$ cat src/rtl/pwl_params.svh
`ifndef PWL_PARAMS_SVH
`define PWL_PARAMS_SVH

// Number of guarded peripheral groups, one lock bit each.
`define PWL_NUM_GROUPS      16
`define PWL_GROUP_IDX_W     4
`define PWL_KEY_W           8
`define PWL_ADDR_W          12
`define PWL_DATA_W          32

// Key sequence values. Arbitrary, chosen to be unlikely as stray data.
`define PWL_KEY_FIRST       8'hA5
`define PWL_KEY_SECOND      8'hF1

// Reset values.
`define PWL_LOCK_RST        16'h0000
`define PWL_KEY_LOCKED      1'b1

`endif

$ cat src/rtl/pwl_pkg.sv
`default_nettype none
package pwl_pkg;

    typedef enum logic [2:0] {
        PWL_KEY_IDLE     = 3'b001,
        PWL_KEY_GOT_ONE  = 3'b010,
        PWL_KEY_UNLOCKED = 3'b100
    } pwl_key_state_e;

endpackage

`default_nettype wire

$ cat src/rtl/pwl_key_seq.sv
`timescale 1ns/1ps
`default_nettype none
`include "pwl_params.svh"

module pwl_key_seq
    import pwl_pkg::*;
(
    input  wire logic                  clk,
    input  wire logic                  sys_rst,
    input  wire logic                  key_wr_en,
    input  wire logic [`PWL_KEY_W-1:0] key_wr_data,
    output logic                       unlocked
);

    pwl_key_state_e state_q;

    always_ff @(posedge clk)
    begin
        if (sys_rst)
        begin
            state_q <= PWL_KEY_IDLE;
        end
        else if (key_wr_en)
        begin
            unique case (state_q)
                PWL_KEY_IDLE:
                begin
                    if (key_wr_data == `PWL_KEY_FIRST)
                    begin
                        state_q <= PWL_KEY_GOT_ONE;
                    end
                end
                PWL_KEY_GOT_ONE:
                begin
                    // A wrong value restarts matching; a repeated first value counts as a fresh start.
                    if (key_wr_data == `PWL_KEY_SECOND)
                    begin
                        state_q <= PWL_KEY_UNLOCKED;
                    end
                    else if (key_wr_data == `PWL_KEY_FIRST)
                    begin
                        state_q <= PWL_KEY_GOT_ONE;
                    end
                    else
                    begin
                        state_q <= PWL_KEY_IDLE;
                    end
                end
                PWL_KEY_UNLOCKED:
                begin
                    state_q <= PWL_KEY_IDLE;
                end
                default:
                begin
                    state_q <= PWL_KEY_IDLE;
                end
            endcase
        end
    end

    assign unlocked = (state_q == PWL_KEY_UNLOCKED);

endmodule

`default_nettype wire

$ cat src/rtl/pwl_top.sv
// Operation
// - Each lock bit guards one peripheral group.
// - Lock bits change only after full key sequence.
// - Any later key write relocks lock bits.
// - Key status shows locked or unlocked state.
// - Writes to locked groups are dropped.
// - Reads pass regardless of lock state.
`timescale 1ns/1ps
`default_nettype none
`include "pwl_params.svh"

module pwl_top
    import pwl_pkg::*;
(
    // Clock and synchronous reset.
    input  wire logic                        clk,
    input  wire logic                        sys_rst,

    // Key register: writes step the sequencer, the status is what a read returns.
    input  wire logic                        key_wr_en,
    input  wire logic [`PWL_KEY_W-1:0]       key_wr_data,
    output logic                             key_status_locked,

    // Lock register: one bit per peripheral group.
    input  wire logic                        lock_wr_en,
    input  wire logic [`PWL_NUM_GROUPS-1:0]  lock_wr_data,
    output logic [`PWL_NUM_GROUPS-1:0]       peripheral_group_lock_bits,
    output logic                             lock_wr_refused,

    // Peripheral write path.
    input  wire logic                        periph_wr_en,
    input  wire logic [`PWL_GROUP_IDX_W-1:0] periph_wr_group,
    input  wire logic [`PWL_ADDR_W-1:0]      periph_wr_addr,
    input  wire logic [`PWL_DATA_W-1:0]      periph_wr_data,
    output logic [`PWL_NUM_GROUPS-1:0]       periph_grp_wr_en,
    output logic [`PWL_ADDR_W-1:0]           periph_fwd_wr_addr,
    output logic [`PWL_DATA_W-1:0]           periph_fwd_wr_data,
    output logic                             periph_wr_dropped,

    // Peripheral read path.
    input  wire logic                        periph_rd_en,
    input  wire logic [`PWL_GROUP_IDX_W-1:0] periph_rd_group,
    input  wire logic [`PWL_ADDR_W-1:0]      periph_rd_addr,
    output logic [`PWL_NUM_GROUPS-1:0]       periph_grp_rd_en,
    output logic [`PWL_ADDR_W-1:0]           periph_fwd_rd_addr
);

    logic                       unlocked;
    logic                       lock_wr_ok;
    logic [`PWL_NUM_GROUPS-1:0] lock_q;
    // Per-group hits of the incoming write and read, decoded once and shared.
    logic [`PWL_NUM_GROUPS-1:0] wr_hit;
    logic [`PWL_NUM_GROUPS-1:0] rd_hit;

    // The key matching lives in its own module so that its rules can be checked alone.
    // This module only needs to know whether the lock register is open.
    pwl_key_seq u_pwl_key_seq (
        .clk         (clk),
        .sys_rst     (sys_rst),
        .key_wr_en   (key_wr_en),
        .key_wr_data (key_wr_data),
        .unlocked    (unlocked)
    );

    // A lock write in the same cycle as the relocking key write still lands,
    // because the key state only changes at the end of that cycle.
    always_comb
    begin
        // A write that arrives while the sequencer is not open is never taken.
        lock_wr_ok = 1'b0;
        if (lock_wr_en && unlocked)
        begin
            lock_wr_ok = 1'b1;
        end
    end

    // The status register is what a read of the key register returns. A key write always
    // reports locked on the next edge, because a write while unlocked relocks and a write that
    // completes the sequence only shows as unlocked one edge after the sequencer opens.
    always_ff @(posedge clk)
    begin
        if (sys_rst)
        begin
            key_status_locked <= `PWL_KEY_LOCKED;
        end
        else if (key_wr_en)
        begin
            // A key write forces the status to locked on the next edge, whatever the sequencer does.
            key_status_locked <= 1'b1;
        end
        else
        begin
            key_status_locked <= !unlocked;
        end
    end

    // A refused lock write leaves no trace in the lock bits.
    // This pulse lets the bus side flag it as an access error,
    // instead of the write failing silently.
    always_ff @(posedge clk)
    begin
        if (sys_rst)
        begin
            lock_wr_refused <= 1'b0;
        end
        else
        begin
            lock_wr_refused <= lock_wr_en && !unlocked;
        end
    end

    // All groups come out of reset unlocked, so boot code can set up every
    // peripheral before it arms the locks. Once armed, only a full key
    // sequence opens the way to clear them again.
    always_ff @(posedge clk)
    begin
        if (sys_rst)
        begin
            lock_q <= `PWL_LOCK_RST;
        end
        else if (lock_wr_ok)
        begin
            lock_q <= lock_wr_data;
        end
    end

    assign peripheral_group_lock_bits = lock_q;

    // Address and data are forwarded unconditionally; only the per-group write
    // strobes are gated, which keeps the data path free of lock logic.
    always_ff @(posedge clk)
    begin
        if (sys_rst)
        begin
            periph_fwd_wr_addr <= '0;
        end
        else
        begin
            periph_fwd_wr_addr <= periph_wr_addr;
        end
    end

    always_ff @(posedge clk)
    begin
        if (sys_rst)
        begin
            periph_fwd_wr_data <= '0;
        end
        else
        begin
            periph_fwd_wr_data <= periph_wr_data;
        end
    end

    // The read address moves even when no read is requested, so a peripheral
    // must qualify it with its own read strobe.
    always_ff @(posedge clk)
    begin
        if (sys_rst)
        begin
            periph_fwd_rd_addr <= '0;
        end
        else
        begin
            periph_fwd_rd_addr <= periph_rd_addr;
        end
    end

    // A dropped write is reported as a pulse while the peripheral never sees
    // its strobe, so its registers keep their contents.
    always_ff @(posedge clk)
    begin
        if (sys_rst)
        begin
            periph_wr_dropped <= 1'b0;
        end
        else
        begin
            periph_wr_dropped <= |(wr_hit & lock_q);
        end
    end

    // One cell per peripheral group: the decode, the gated write strobe and
    // the ungated read strobe of that group.
    genvar g;
    generate
        for (g = 0; g < `PWL_NUM_GROUPS; g = g + 1)
        begin : gen_grp
            assign wr_hit[g] = periph_wr_en && (periph_wr_group == g);
            assign rd_hit[g] = periph_rd_en && (periph_rd_group == g);

            always_ff @(posedge clk)
            begin
                if (sys_rst)
                begin
                    periph_grp_wr_en[g] <= 1'b0;
                end
                else
                begin
                    // A lock bit written in this same cycle only guards later writes;
                    // this write is judged by the bits that stand now.
                    periph_grp_wr_en[g] <= wr_hit[g] && !lock_q[g];
                end
            end

            // Reads are never gated, so software can inspect a locked group.
            always_ff @(posedge clk)
            begin
                if (sys_rst)
                begin
                    periph_grp_rd_en[g] <= 1'b0;
                end
                else
                begin
                    periph_grp_rd_en[g] <= rd_hit[g];
                end
            end
        end
    endgenerate

endmodule

`default_nettype wire

$ cat config.mk
export PLATFORM = sky130hd
export DESIGN_NAME = pwl_top
export DESIGN_NICKNAME = d
export VERILOG_FILES = /design/src/rtl/pwl_pkg.sv /design/src/rtl/pwl_key_seq.sv /design/src/rtl/pwl_top.sv
export VERILOG_INCLUDE_DIRS = /design/src /design/src/rtl
export SDC_FILE = /design/constraint.sdc
export NUM_CORES = 1
export LEC_CHECK = 0
export BUFFER_PORTS_ARGS = -buffer_cell sky130_fd_sc_hd__buf_2
export CORE_AREA = 4 4 100 102
export CTS_CLUSTER_SIZE = 25
export DETAILED_ROUTE_END_ITERATION = 8
export DIE_AREA = 0 0 104 106
export PLACE_DENSITY = 0.84
export SLEW_MARGIN = 20
export SYNTH_ARGS = -nofsm -noshare
export SYNTH_HDL_FRONTEND = slang
export SYNTH_SLANG_ARGS = --single-unit
$ cat constraint.sdc
create_clock -name clk -period 1.4 [get_ports clk]
set_input_delay 0.07 -clock clk [delete_from_list [all_inputs] [get_ports clk]]
set_output_delay 0.07 -clock clk [all_outputs]
set_load 0.03 [all_outputs]
==> flow_metrics.py, run 1 <==
metrics = {
    "sta": {
        "final_max_slew_viol_count": 0,
        "max_freq_ghz": 0.7581,
        "hold_viol": 0,
        "hold_slack_ps": 25.24,
        "setup_viol": 0,
        "worst_pin_slew_ps": 467.7,
        "layout_min_cycle_time_ps": 1319,
        "clock_skew_ps": 7.825,
        "rsz0062_at_grt": "yes",
        "min_period_over_period_pct": 94.22,
        "maxSlewHeadroom_pct": 68.82,
    },
    "synthesis": {
        "synth_edf_count": 0,
        "netlist_instances": 323,
        "synth_ff_type": "dfxtp_1",
        "ys_warn_count": 0,
        "yosysUniqueCellTypes": 36,
        "netlist_area_sq_um": 3395,
        "ys_ff_latch": 110,
        "yosysSeqAreaShare_pct": 64.87,
        "syn_area_per_cell_sq_um": 10.51,
        "syn-num-nets": 417,
        "async_flop_share_pct": 0,
    },
    "run_status": {
        "outcome": "completed",
    },
    "final_layout": {
        "n_antenna_cell": 0,
        "fill_cells": 734,
        "layout.nets": 703,
        "drive_gt1_share_pct": 38.17,
        "final_cell_area_sq_um": 5528,
        "fin_util_pct": 60.69,
        "areaGrowthSynthToFinish_pct": 62.85,
    },
    "pwr": {
        "vdd_drop_max_mv": 0.5486,
        "switching_share_pct": 26.12,
        "p_clk_share_pct": 29.8,
        "internal-power_uw": 4257,
        "p_comb_share_pct": 13.8,
        "pwr-share-seq_pct": 56.4,
        "netSwitchingPower_uw": 1505,
        "p_leak_uw": 0.002588,
        "p_total_uw": 5763,
        "powerDensity_nw_per_um2": 1042,
    },
    "setup_path": {
        "crit_family": "compound AO/OA/AOI/OAI gates",
        "worst_setup_path_end_kind": "flop",
        "slowest_stage": "dfxtp_1",
        "crit_fanout": 3,
        "crit_arrival_ps": 1560,
        "required_ps": 1640,
        "cp-start-kind": "flop",
        "critical_path_buf_inv_count": 1,
        "worstPathCellList": "inv_1 > nor3_1 > a21oi_1 > o41a_1",
        "crit_path_max_incr_delay_ps": 380,
        "worst-setup-path-type": "reg2reg",
    },
    "floorplanning": {
        "io-pin-count": 201,
        "die-height_um": 106,
        "dieArea_sq_um": 11020,
        "start_util_pct": 37.27,
        "coreArea_sq_um": 9109,
        "fp.dieW_um": 104,
        "rows": 35,
    },
    "global_route": {
        "gr-usage-all-layers_pct": 19.97,
        "grt_pass1_wl_um": 17620,
        "overflow": 0,
        "antenna_found_initial": 0,
        "grt_max_degree": 49,
        "grt_pass1_vias": 3596,
    },
    "placed_design": {
        "gp_congestion": 0.9082,
        "place_area_sq_um": 4583,
        "portBuffers": 200,
        "hpwl_um": 7224,
    },
    "drt": {
        "drc": 0,
        "drtPass1Iterations": 4,
        "drt_wl_total_um": 11060,
        "via_count": 3441,
        "drtIter0Drc": 163,
        "via_per_inst": 4.753,
        "wire_per_inst_um": 15.27,
        "ant_nets": 0,
    },
    "hold_path": {
        "hold_class": "in2reg",
    },
    "clock_network": {
        "clock_path_buffers": 2,
        "cts_tree": "yes",
        "cts_buffers": 9,
        "clock_latency_ps": 360,
        "clock-sinks": 110,
        "h-tree-depth": 3,
        "clkTransAtPathRegs_ps": 110,
        "cts-root-buf": "clkbuf_8",
    },
    "flow_run": {
        "max_cap_viol_count": 0,
    },
}
==> routing by layer <==
metal  wire length [um]  track usage [%]  vias up
met3                984            7.529       34
li1                   -                -     1630
met1               4141            21.00     1596
met5                  0                0        -
met4                397            9.117        0
met2               5534            35.47      181
==> state kept, by name, summed over array words and instances, names as in the netlist <==
register and cells:
periph_grp_wr_en 16, periph_fwd_wr_data 32, lock_wr_refused 1, periph_fwd_rd_addr 12, peripheral_group_lock_bits 16, periph_fwd_wr_addr 12
periph_wr_dropped 1, key_status_locked 1, u_pwl_key_seq.state_q 3, periph_grp_rd_en 16
==> synthesized netlist by cell type (2+ instances only) <==
library cell	number	area, sq um
inv_1	2	7.510
dfxtp_1	110	2202
a41oi_1	3	26.28
nand3b_1	2	15.01
mux2_2	2	22.52
nand4b_1	2	17.52
a21oi_1	18	90.09
nor2_1	17	63.81
or3_1	3	18.77
nor2b_1	59	369.1
nand2b_1	7	43.79
nor3_1	21	105.1
clkbuf_1	12	45.04
and2_1	2	12.51
nand2_1	41	153.9
a22oi_1	2	15.01
==> per-stage QoR <==
stage / setup slack (ps) / instances / setup TNS [ps]
after global routing: -8.682 / 724 / -23.91
final: 80.89 / 724 / 0
after CTS: 40.64 / 724 / 0
after floorplan: 48.94 / 323 / 0
after global placement: -34.88 / 632 / -34.88
after detailed placement: -81.02 / 632 / -130.6
==> final timing paths <==
| path | cells after the start | end | slack [ps] | from |
|---|---|---|---|---|
| max | 4 | u_pwl_key_seq.state_q[0]$_SDFFE_PP1P_ | 80 | u_pwl_key_seq.state_q[1]$_SDFFE_PP0P_ |
| min | 2 | periph_fwd_wr_data[21]$_SDFF_PP0_ | 30 | sys_rst |
| max reg2reg | 4 | u_pwl_key_seq.state_q[0]$_SDFFE_PP1P_ | 80 | u_pwl_key_seq.state_q[1]$_SDFFE_PP0P_ |
| min reg2reg | 1 | periph_grp_wr_en[6]$_SDFF_PP0_ | 510 | peripheral_group_lock_bits[6]$_SDFFE_PP0P_ |
==> worst register-to-register path, delay by kind of cell (launching register included) <==
family,cells,cell delay (ps)
buffers and inverters,1,90
AND/OR/NAND/NOR,1,280
flip-flops,1,380
AO/OA/AOI/OAI,2,460
==> logic make-up after synthesis <==
kind of cell	share of synthesized area, %
simple gates	26.24
buf+inv	1.806
mux	1.622
flops	64.87
compound gates	5.456
==> what timing repair did <==
action,4_1_cts,5_1_grt
hold buffers,77,0
hold endpoints to repair,80,0
buffers inserted,0,0
endpoints found under the setup margin,0,16
resized for setup,0,1
==> final cells by class <==
type	count	area, sq um	area share, %
flip-flops and latches	110	2202	39.84
repair buffers	289	1874	33.91
multi-input cells	197	1134	20.51
well taps	111	138.9	2.512
clock buffers	10	127.6	2.309
clock inverters	5	43.79	0.7922
inverters	2	7.507	0.1358
==> power groups by stage <==
| stage | clock [uW] | combinational (uW) | sequential, uW |
|---|---|---|---|
| 3_5_place_dp | 0 | 616 | 3320 |
| 6_report | 1720 | 794 | 3250 |
| 2_1_floorplan | 0 | 142 | 3520 |
| 5_1_grt | 1900 | 848 | 3260 |
| 3_3_place_gp | 0 | 602 | 3320 |
| 4_1_cts | 1770 | 781 | 3250 |
==> layout by cell type (no fill, tap or decap), types with 3 or more instances in the layout <==
cell type	instances
a21oi_1	18
a41oi_1	3
buf_2	200
buf_4	11
clkbuf_8	9
clkinv_4	3
dfxtp_1	110
dlygate4sd3_1	77
nand2_1	40
nand2b_1	7
nor2_1	17
nor2b_1	59
nor3_1	21
or3_1	3
Power figures use the tool's default switching activity.
==> inputs of run 2 (changes only) <==
Settings changed: REMOVE_ABC_BUFFERS from default to 1.
==> run 2 against run 1 <==
Sequential cell count is the same; die area unchanged; count of clock-buffer cells in the layout did not move; final area is 0.63% higher; global-route usage is 1.2 points lower; setup slack improved by 11 ps; routed wire length fell by 5.1%; register-to-register slack barely moved; clock skew down 1.3 ps.
==> flow_metrics.py, run 2 (same netlist as run 1, synthesis figures left out) <==
metrics = {
    "sta": {
        "clock_skew_ps": 6.488,
        "fin_ws_ps": 91.96,
        "hold_slack_ps": 47.75,
        "hold_viol": 0,
        "setup_viol": 0,
        "setup-tns-final_ps": 0,
        "layout_min_cycle_time_ps": 1308,
        "max_freq_ghz": 0.7645,
        "min_period_over_period_pct": 93.43,
        "final_max_slew_viol_count": 0,
        "maxSlewHeadroom_pct": 75.44,
        "worst_pin_slew_ps": 368.4,
    },
    "clock_network": {
        "cts_tree": "yes",
        "clock_latency_ps": 350,
        "h-tree-depth": 3,
        "clock_path_buffers": 2,
        "cts_buffers": 9,
        "cts-root-buf": "clkbuf_8",
        "postCtsSetupRepairBufs": 0,
        "clock-sinks": 110,
        "clkTransAtPathRegs_ps": 100,
    },
    "pwr": {
        "vdd_drop_max_mv": 0.5566,
        "powerDensity_nw_per_um2": 1054,
        "p_total_uw": 5864,
        "p_leak_uw": 0.002595,
    },
    "drt": {
        "drc": 0,
        "drt_wl_total_um": 10490,
        "drtIter0Drc": 75,
        "via_count": 3358,
        "ant_nets": 0,
        "drtPass1Iterations": 4,
        "via_per_inst": 4.632,
        "wire_per_inst_um": 14.47,
    },
    "placed_design": {
        "hpwl_um": 7030,
        "gp_congestion": 0.9270,
        "dp_worst_setup_slack_ps": -92.04,
        "dp.cells": 631,
        "portBuffers": 200,
    },
    "setup_path": {
        "crit_arrival_ps": 1550,
        "crit_end": "u_pwl_key_seq.state_q[0]$_SDFFE_PP1P_",
        "worst-setup-path-type": "reg2reg",
        "reg2reg_depth": 4,
        "reg2reg_slack_ps": 90,
        "required_ps": 1640,
        "cp-start-kind": "flop",
        "crit_start": "u_pwl_key_seq.state_q[1]$_SDFFE_PP0P_",
        "worst_setup_path_end_kind": "flop",
        "reg2reg_to": "u_pwl_key_seq.state_q[0]$_SDFFE_PP1P_",
        "crit_fanout": 3,
        "r2r-start": "u_pwl_key_seq.state_q[1]$_SDFFE_PP0P_",
    },
    "floorplanning": {
        "fp.dieW_um": 104,
        "coreArea_sq_um": 9109,
        "io-pin-count": 201,
        "dieArea_sq_um": 11020,
        "rows": 35,
        "start_util_pct": 37.27,
        "die-height_um": 106,
    },
    "final_layout": {
        "drive_gt1_share_pct": 38.34,
        "final_common_cell": "buf_2",
        "final_cells": 725,
        "largest-register": "periph_fwd_wr_data",
        "multiInputGateArea_sq_um": 1142,
        "layout.nets": 702,
        "areaGrowthSynthToFinish_pct": 63.88,
        "final_cell_mix": "200 x buf_2, 110 x dfxtp_1, 77 x dlygate4sd3_1",
        "largest_reg_flops": 32,
        "regArea_sq_um": 2202,
        "fill_cells": 747,
    },
    "global_route": {
        "overflow": 0,
        "grt_pass1_vias": 3508,
        "grt_pass1_wl_um": 16640,
        "gr-usage-all-layers_pct": 18.80,
        "grt_max_degree": 35,
        "antenna_found_initial": 0,
    },
    "run_status": {
        "outcome": "completed",
    },
    "hold_path": {
        "hp-start": "periph_rd_group[0]",
        "hold_class": "in2reg",
    },
    "flow_run": {
        "max_cap_viol_count": 0,
    },
}
## run 2: power by group
group	switching, uW	internal [uW]	total (uW)	leakage [uW]
clock	1090	729	1820	0.0000967
sequential	28.0	3220	3250	0.000903
combinational	420	372	792	0.00160
total	1540	4330	5860	0.00260
## run 2: routing by layer
layer	wire length (um)	global-route usage [%]	vias to the layer above
li1	-	-	1639
met1	3914	18.60	1529
met2	5351	34.77	159
met3	894	6.557	31
met4	330	9.497	0
met5	0	0	-
## run 2: how the worst min path moves through the flow
stage | to | slack, ps | cells past startpoint
3_5_place_dp | periph_fwd_rd_addr[9]$_SDFF_PP0_ | 280 | 2
5_1_grt | periph_grp_rd_en[1]$_SDFF_PP0_ | 50 | 3
2_1_floorplan | peripheral_group_lock_bits[0]$_SDFFE_PP0P_ | 140 | 1
6_report | periph_grp_rd_en[1]$_SDFF_PP0_ | 50 | 3
4_1_cts | periph_grp_rd_en[1]$_SDFF_PP0_ | 30 | 3
3_3_place_gp | periph_fwd_wr_addr[1]$_SDFF_PP0_ | 280 | 2
## run 2: what timing repair did
action,in CTS,in global routing
resized for setup,0,2
endpoints found under the hold margin,80,0
endpoints found under the setup margin,0,8
hold buffers,77,0
## run 2: worst max-delay path, stage by stage (launching register included)
cell,delay (ps)
dfxtp_1,420
and2b_1,240
o21ai_2,80
nand2_1,90
o41a_1,370
## run 2: stage by stage
| stage | instance area, sq um | utilization [%] |
|---|---|---|
| floorplan | 3341 | - |
| global placement | 4588 | 50.37 |
| detailed placement | 4588 | 50.37 |
| CTS | 5549 | 60.92 |
| global route | 5560 | 61.04 |
| finish | 5563 | 61.07 |
## run 2: cell type report
| cell class | instances | area share, % |
|---|---|---|
| Inverter | 2 | 0.1350 |
| Clock buffer | 10 | 2.474 |
| Tap cell | 111 | 2.497 |
| Sequential cell | 110 | 39.59 |
| Multi-Input combinational cell | 197 | 20.54 |
| Antenna cell | 1 | 0.04498 |
| Timing Repair Buffer | 288 | 33.78 |
| Clock inverter | 6 | 0.9447 |
==> inputs of run 3 (changes only) <==
Settings changed: CORE_AREA 4 4 100 102 to 4 4 105 97, DIE_AREA 0 0 104 106 to 0 0 109 101.
==> run 3 against run 2 <==
First-iteration DRC count is 27% lower; hold slack got worse by 4.2 ps; final area shrank 0.29%; routed wire length is 0.26% lower; sequential power hardly changed; total power decreased by 1.9%; sequential share of layout area increased by 0.12 points; setup slack improved by 15 ps; count of clock-buffer cells in the layout shrank 1; utilization increased by 0.27 points; largest power group unchanged.
==> flow_metrics.py, run 3 (same netlist as run 1, synthesis figures left out) <==
metrics = {
    "run_status": {
        "outcome": "completed",
    },
    "setup_path": {
        "crit_fanout": 16,
        "crit_arrival_ps": 1580,
        "crit_start": "u_pwl_key_seq.state_q[2]$_SDFFE_PP0P_",
        "r2r-start": "u_pwl_key_seq.state_q[2]$_SDFFE_PP0P_",
        "worst-setup-path-type": "reg2reg",
        "worst_setup_path_end_kind": "flop",
        "cp-start-kind": "flop",
        "required_ps": 1690,
    },
    "drt": {
        "drt_wl_total_um": 10460,
        "via_per_inst": 4.546,
        "drtIter0Drc": 55,
        "ant_nets": 0,
        "drtPass1Iterations": 5,
        "drc": 0,
        "wire_per_inst_um": 14.25,
        "via_count": 3337,
    },
    "placed_design": {
        "portBuffers": 200,
        "hpwl_um": 6868,
        "gp_congestion": 0.8906,
        "dp_worst_setup_slack_ps": -94.62,
    },
    "floorplanning": {
        "dieArea_sq_um": 11010,
        "rows": 33,
        "fp.dieW_um": 109,
        "io-pin-count": 201,
        "coreArea_sq_um": 9042,
        "die-height_um": 101,
        "start_util_pct": 37.54,
    },
    "clock_network": {
        "postCtsSetupRepairBufs": 0,
        "clock_path_buffers": 2,
        "h-tree-depth": 3,
        "cts-root-buf": "clkbuf_8",
        "clock_latency_ps": 360,
        "clock-sinks": 110,
        "clkTransAtPathRegs_ps": 100,
        "cts_tree": "yes",
        "cts_buffers": 9,
    },
    "hold_path": {
        "hold_class": "in2reg",
        "hp-start": "periph_rd_group[1]",
    },
    "pwr": {
        "vdd_drop_max_mv": 0.6104,
        "netSwitchingPower_uw": 1501,
        "internal-power_uw": 4251,
        "powerDensity_nw_per_um2": 1037,
        "pwr-share-seq_pct": 56.5,
        "p_clk_share_pct": 29.6,
        "p_leak_uw": 0.002588,
        "switching_share_pct": 26.09,
        "p_comb_share_pct": 13.9,
    },
    "global_route": {
        "grt_max_degree": 36,
        "grt_pass1_vias": 3396,
        "gr-usage-all-layers_pct": 19.06,
        "overflow": 0,
        "antenna_found_initial": 0,
        "grt_pass1_wl_um": 16220,
    },
    "final_layout": {
        "layout.nets": 702,
        "final_cell_mix": "200 x buf_2, 110 x dfxtp_1, 77 x dlygate4sd3_1",
        "drive_gt1_share_pct": 38.24,
        "largest_reg_flops": 32,
        "areaGrowthSynthToFinish_pct": 63.40,
        "n_antenna_cell": 0,
        "largest-register": "periph_fwd_wr_data",
        "final_common_cell": "buf_2",
    },
    "sta": {
        "fin_ws_ps": 106.9,
        "setup_viol": 0,
        "clock_skew_ps": 9.510,
        "layout_min_cycle_time_ps": 1293,
        "worst_pin_slew_ps": 455.8,
        "hold_viol": 0,
        "final_max_slew_viol_count": 0,
        "min_period_over_period_pct": 92.36,
        "setup-tns-final_ps": 0,
        "rsz0062_at_grt": "yes",
        "max_freq_ghz": 0.7734,
        "maxSlewHeadroom_pct": 69.62,
    },
    "flow_run": {
        "max_cap_viol_count": 0,
    },
}
run 3: changes by cell type in the layout (fill, tap and decap cells not counted):
| cell | previous run | this run |
|---|---|---|
| inv_6 | 1 | 3 |
| diode_2 | 1 | 0 |
| inv_8 | 2 | 0 |
| clkbuf_8 | 10 | 9 |
| clkinv_2 | 1 | 2 |
| clkinvlp_4 | 1 | 0 |
| nor3b_4 | 1 | 0 |
| nor3b_2 | 0 | 1 |
run 3: metal layers:
layer / share of wire [%] / global-route usage (%)
met5: 0 / 0
met3: 10 / 8.264
met4: 2.7 / 7.961
met2: 50 / 33.19
met1: 38 / 19.99
run 3: per-stage QoR:
stage,hold slack (ps),utilization [%],total power (uW),cell area (sq um),instances
floorplan,139.1,-,3627,3341,309
global placement,275.8,50.89,3919,4602,642
detailed placement,281.7,50.89,3937,4602,642
CTS,21.84,61.28,5785,5542,734
global route,38.61,61.34,5983,5547,734
finish,43.57,61.34,5752,5547,734
run 3: worst max-delay path, stage by stage (launching register included):
cell and delay [ps]:
dfxtp_1 400, nor3b_2 270, and2_1 220, buf_12 150, nand2_1 60, a21oi_1 120
run 3: what timing repair did:
item	4_1_cts	5_1_grt
hold endpoints to repair	80	0
hold buffers	77	0
resized for setup	0	1
endpoints found under the setup margin	0	5
run 3: path summary, 6_finish.rpt:
path         slack [ps]                                          to  depth (start not counted)
max                 110  peripheral_group_lock_bits[9]$_SDFFE_PP0P_                          5
min                  40             periph_grp_rd_en[14]$_SDFF_PP0_                          3
max reg2reg         110  peripheral_group_lock_bits[9]$_SDFFE_PP0P_                          5
min reg2reg         500              periph_grp_wr_en[0]$_SDFF_PP0_                          1
run 3: final cells by class:
| cell class | count | area (sq um) |
|---|---|---|
| Clock buffer | 9 | 123.9 |
| Clock inverter | 6 | 45.04 |
| Fill cell | 716 | 3496 |
| Inverter | 2 | 7.507 |
| Multi-Input combinational cell | 197 | 1136 |
| Sequential cell | 110 | 2202 |
| Tap cell | 122 | 152.6 |
| Timing Repair Buffer | 288 | 1879 |
run 3: power groups by stage:
stage	clock [uW]	sequential, uW	combinational [uW]
after detailed placement	0	3320	617
after global placement	0	3320	603
after CTS	1750	3250	782
final	1700	3250	798
after global routing	1870	3260	853
after floorplan	0	3520	107
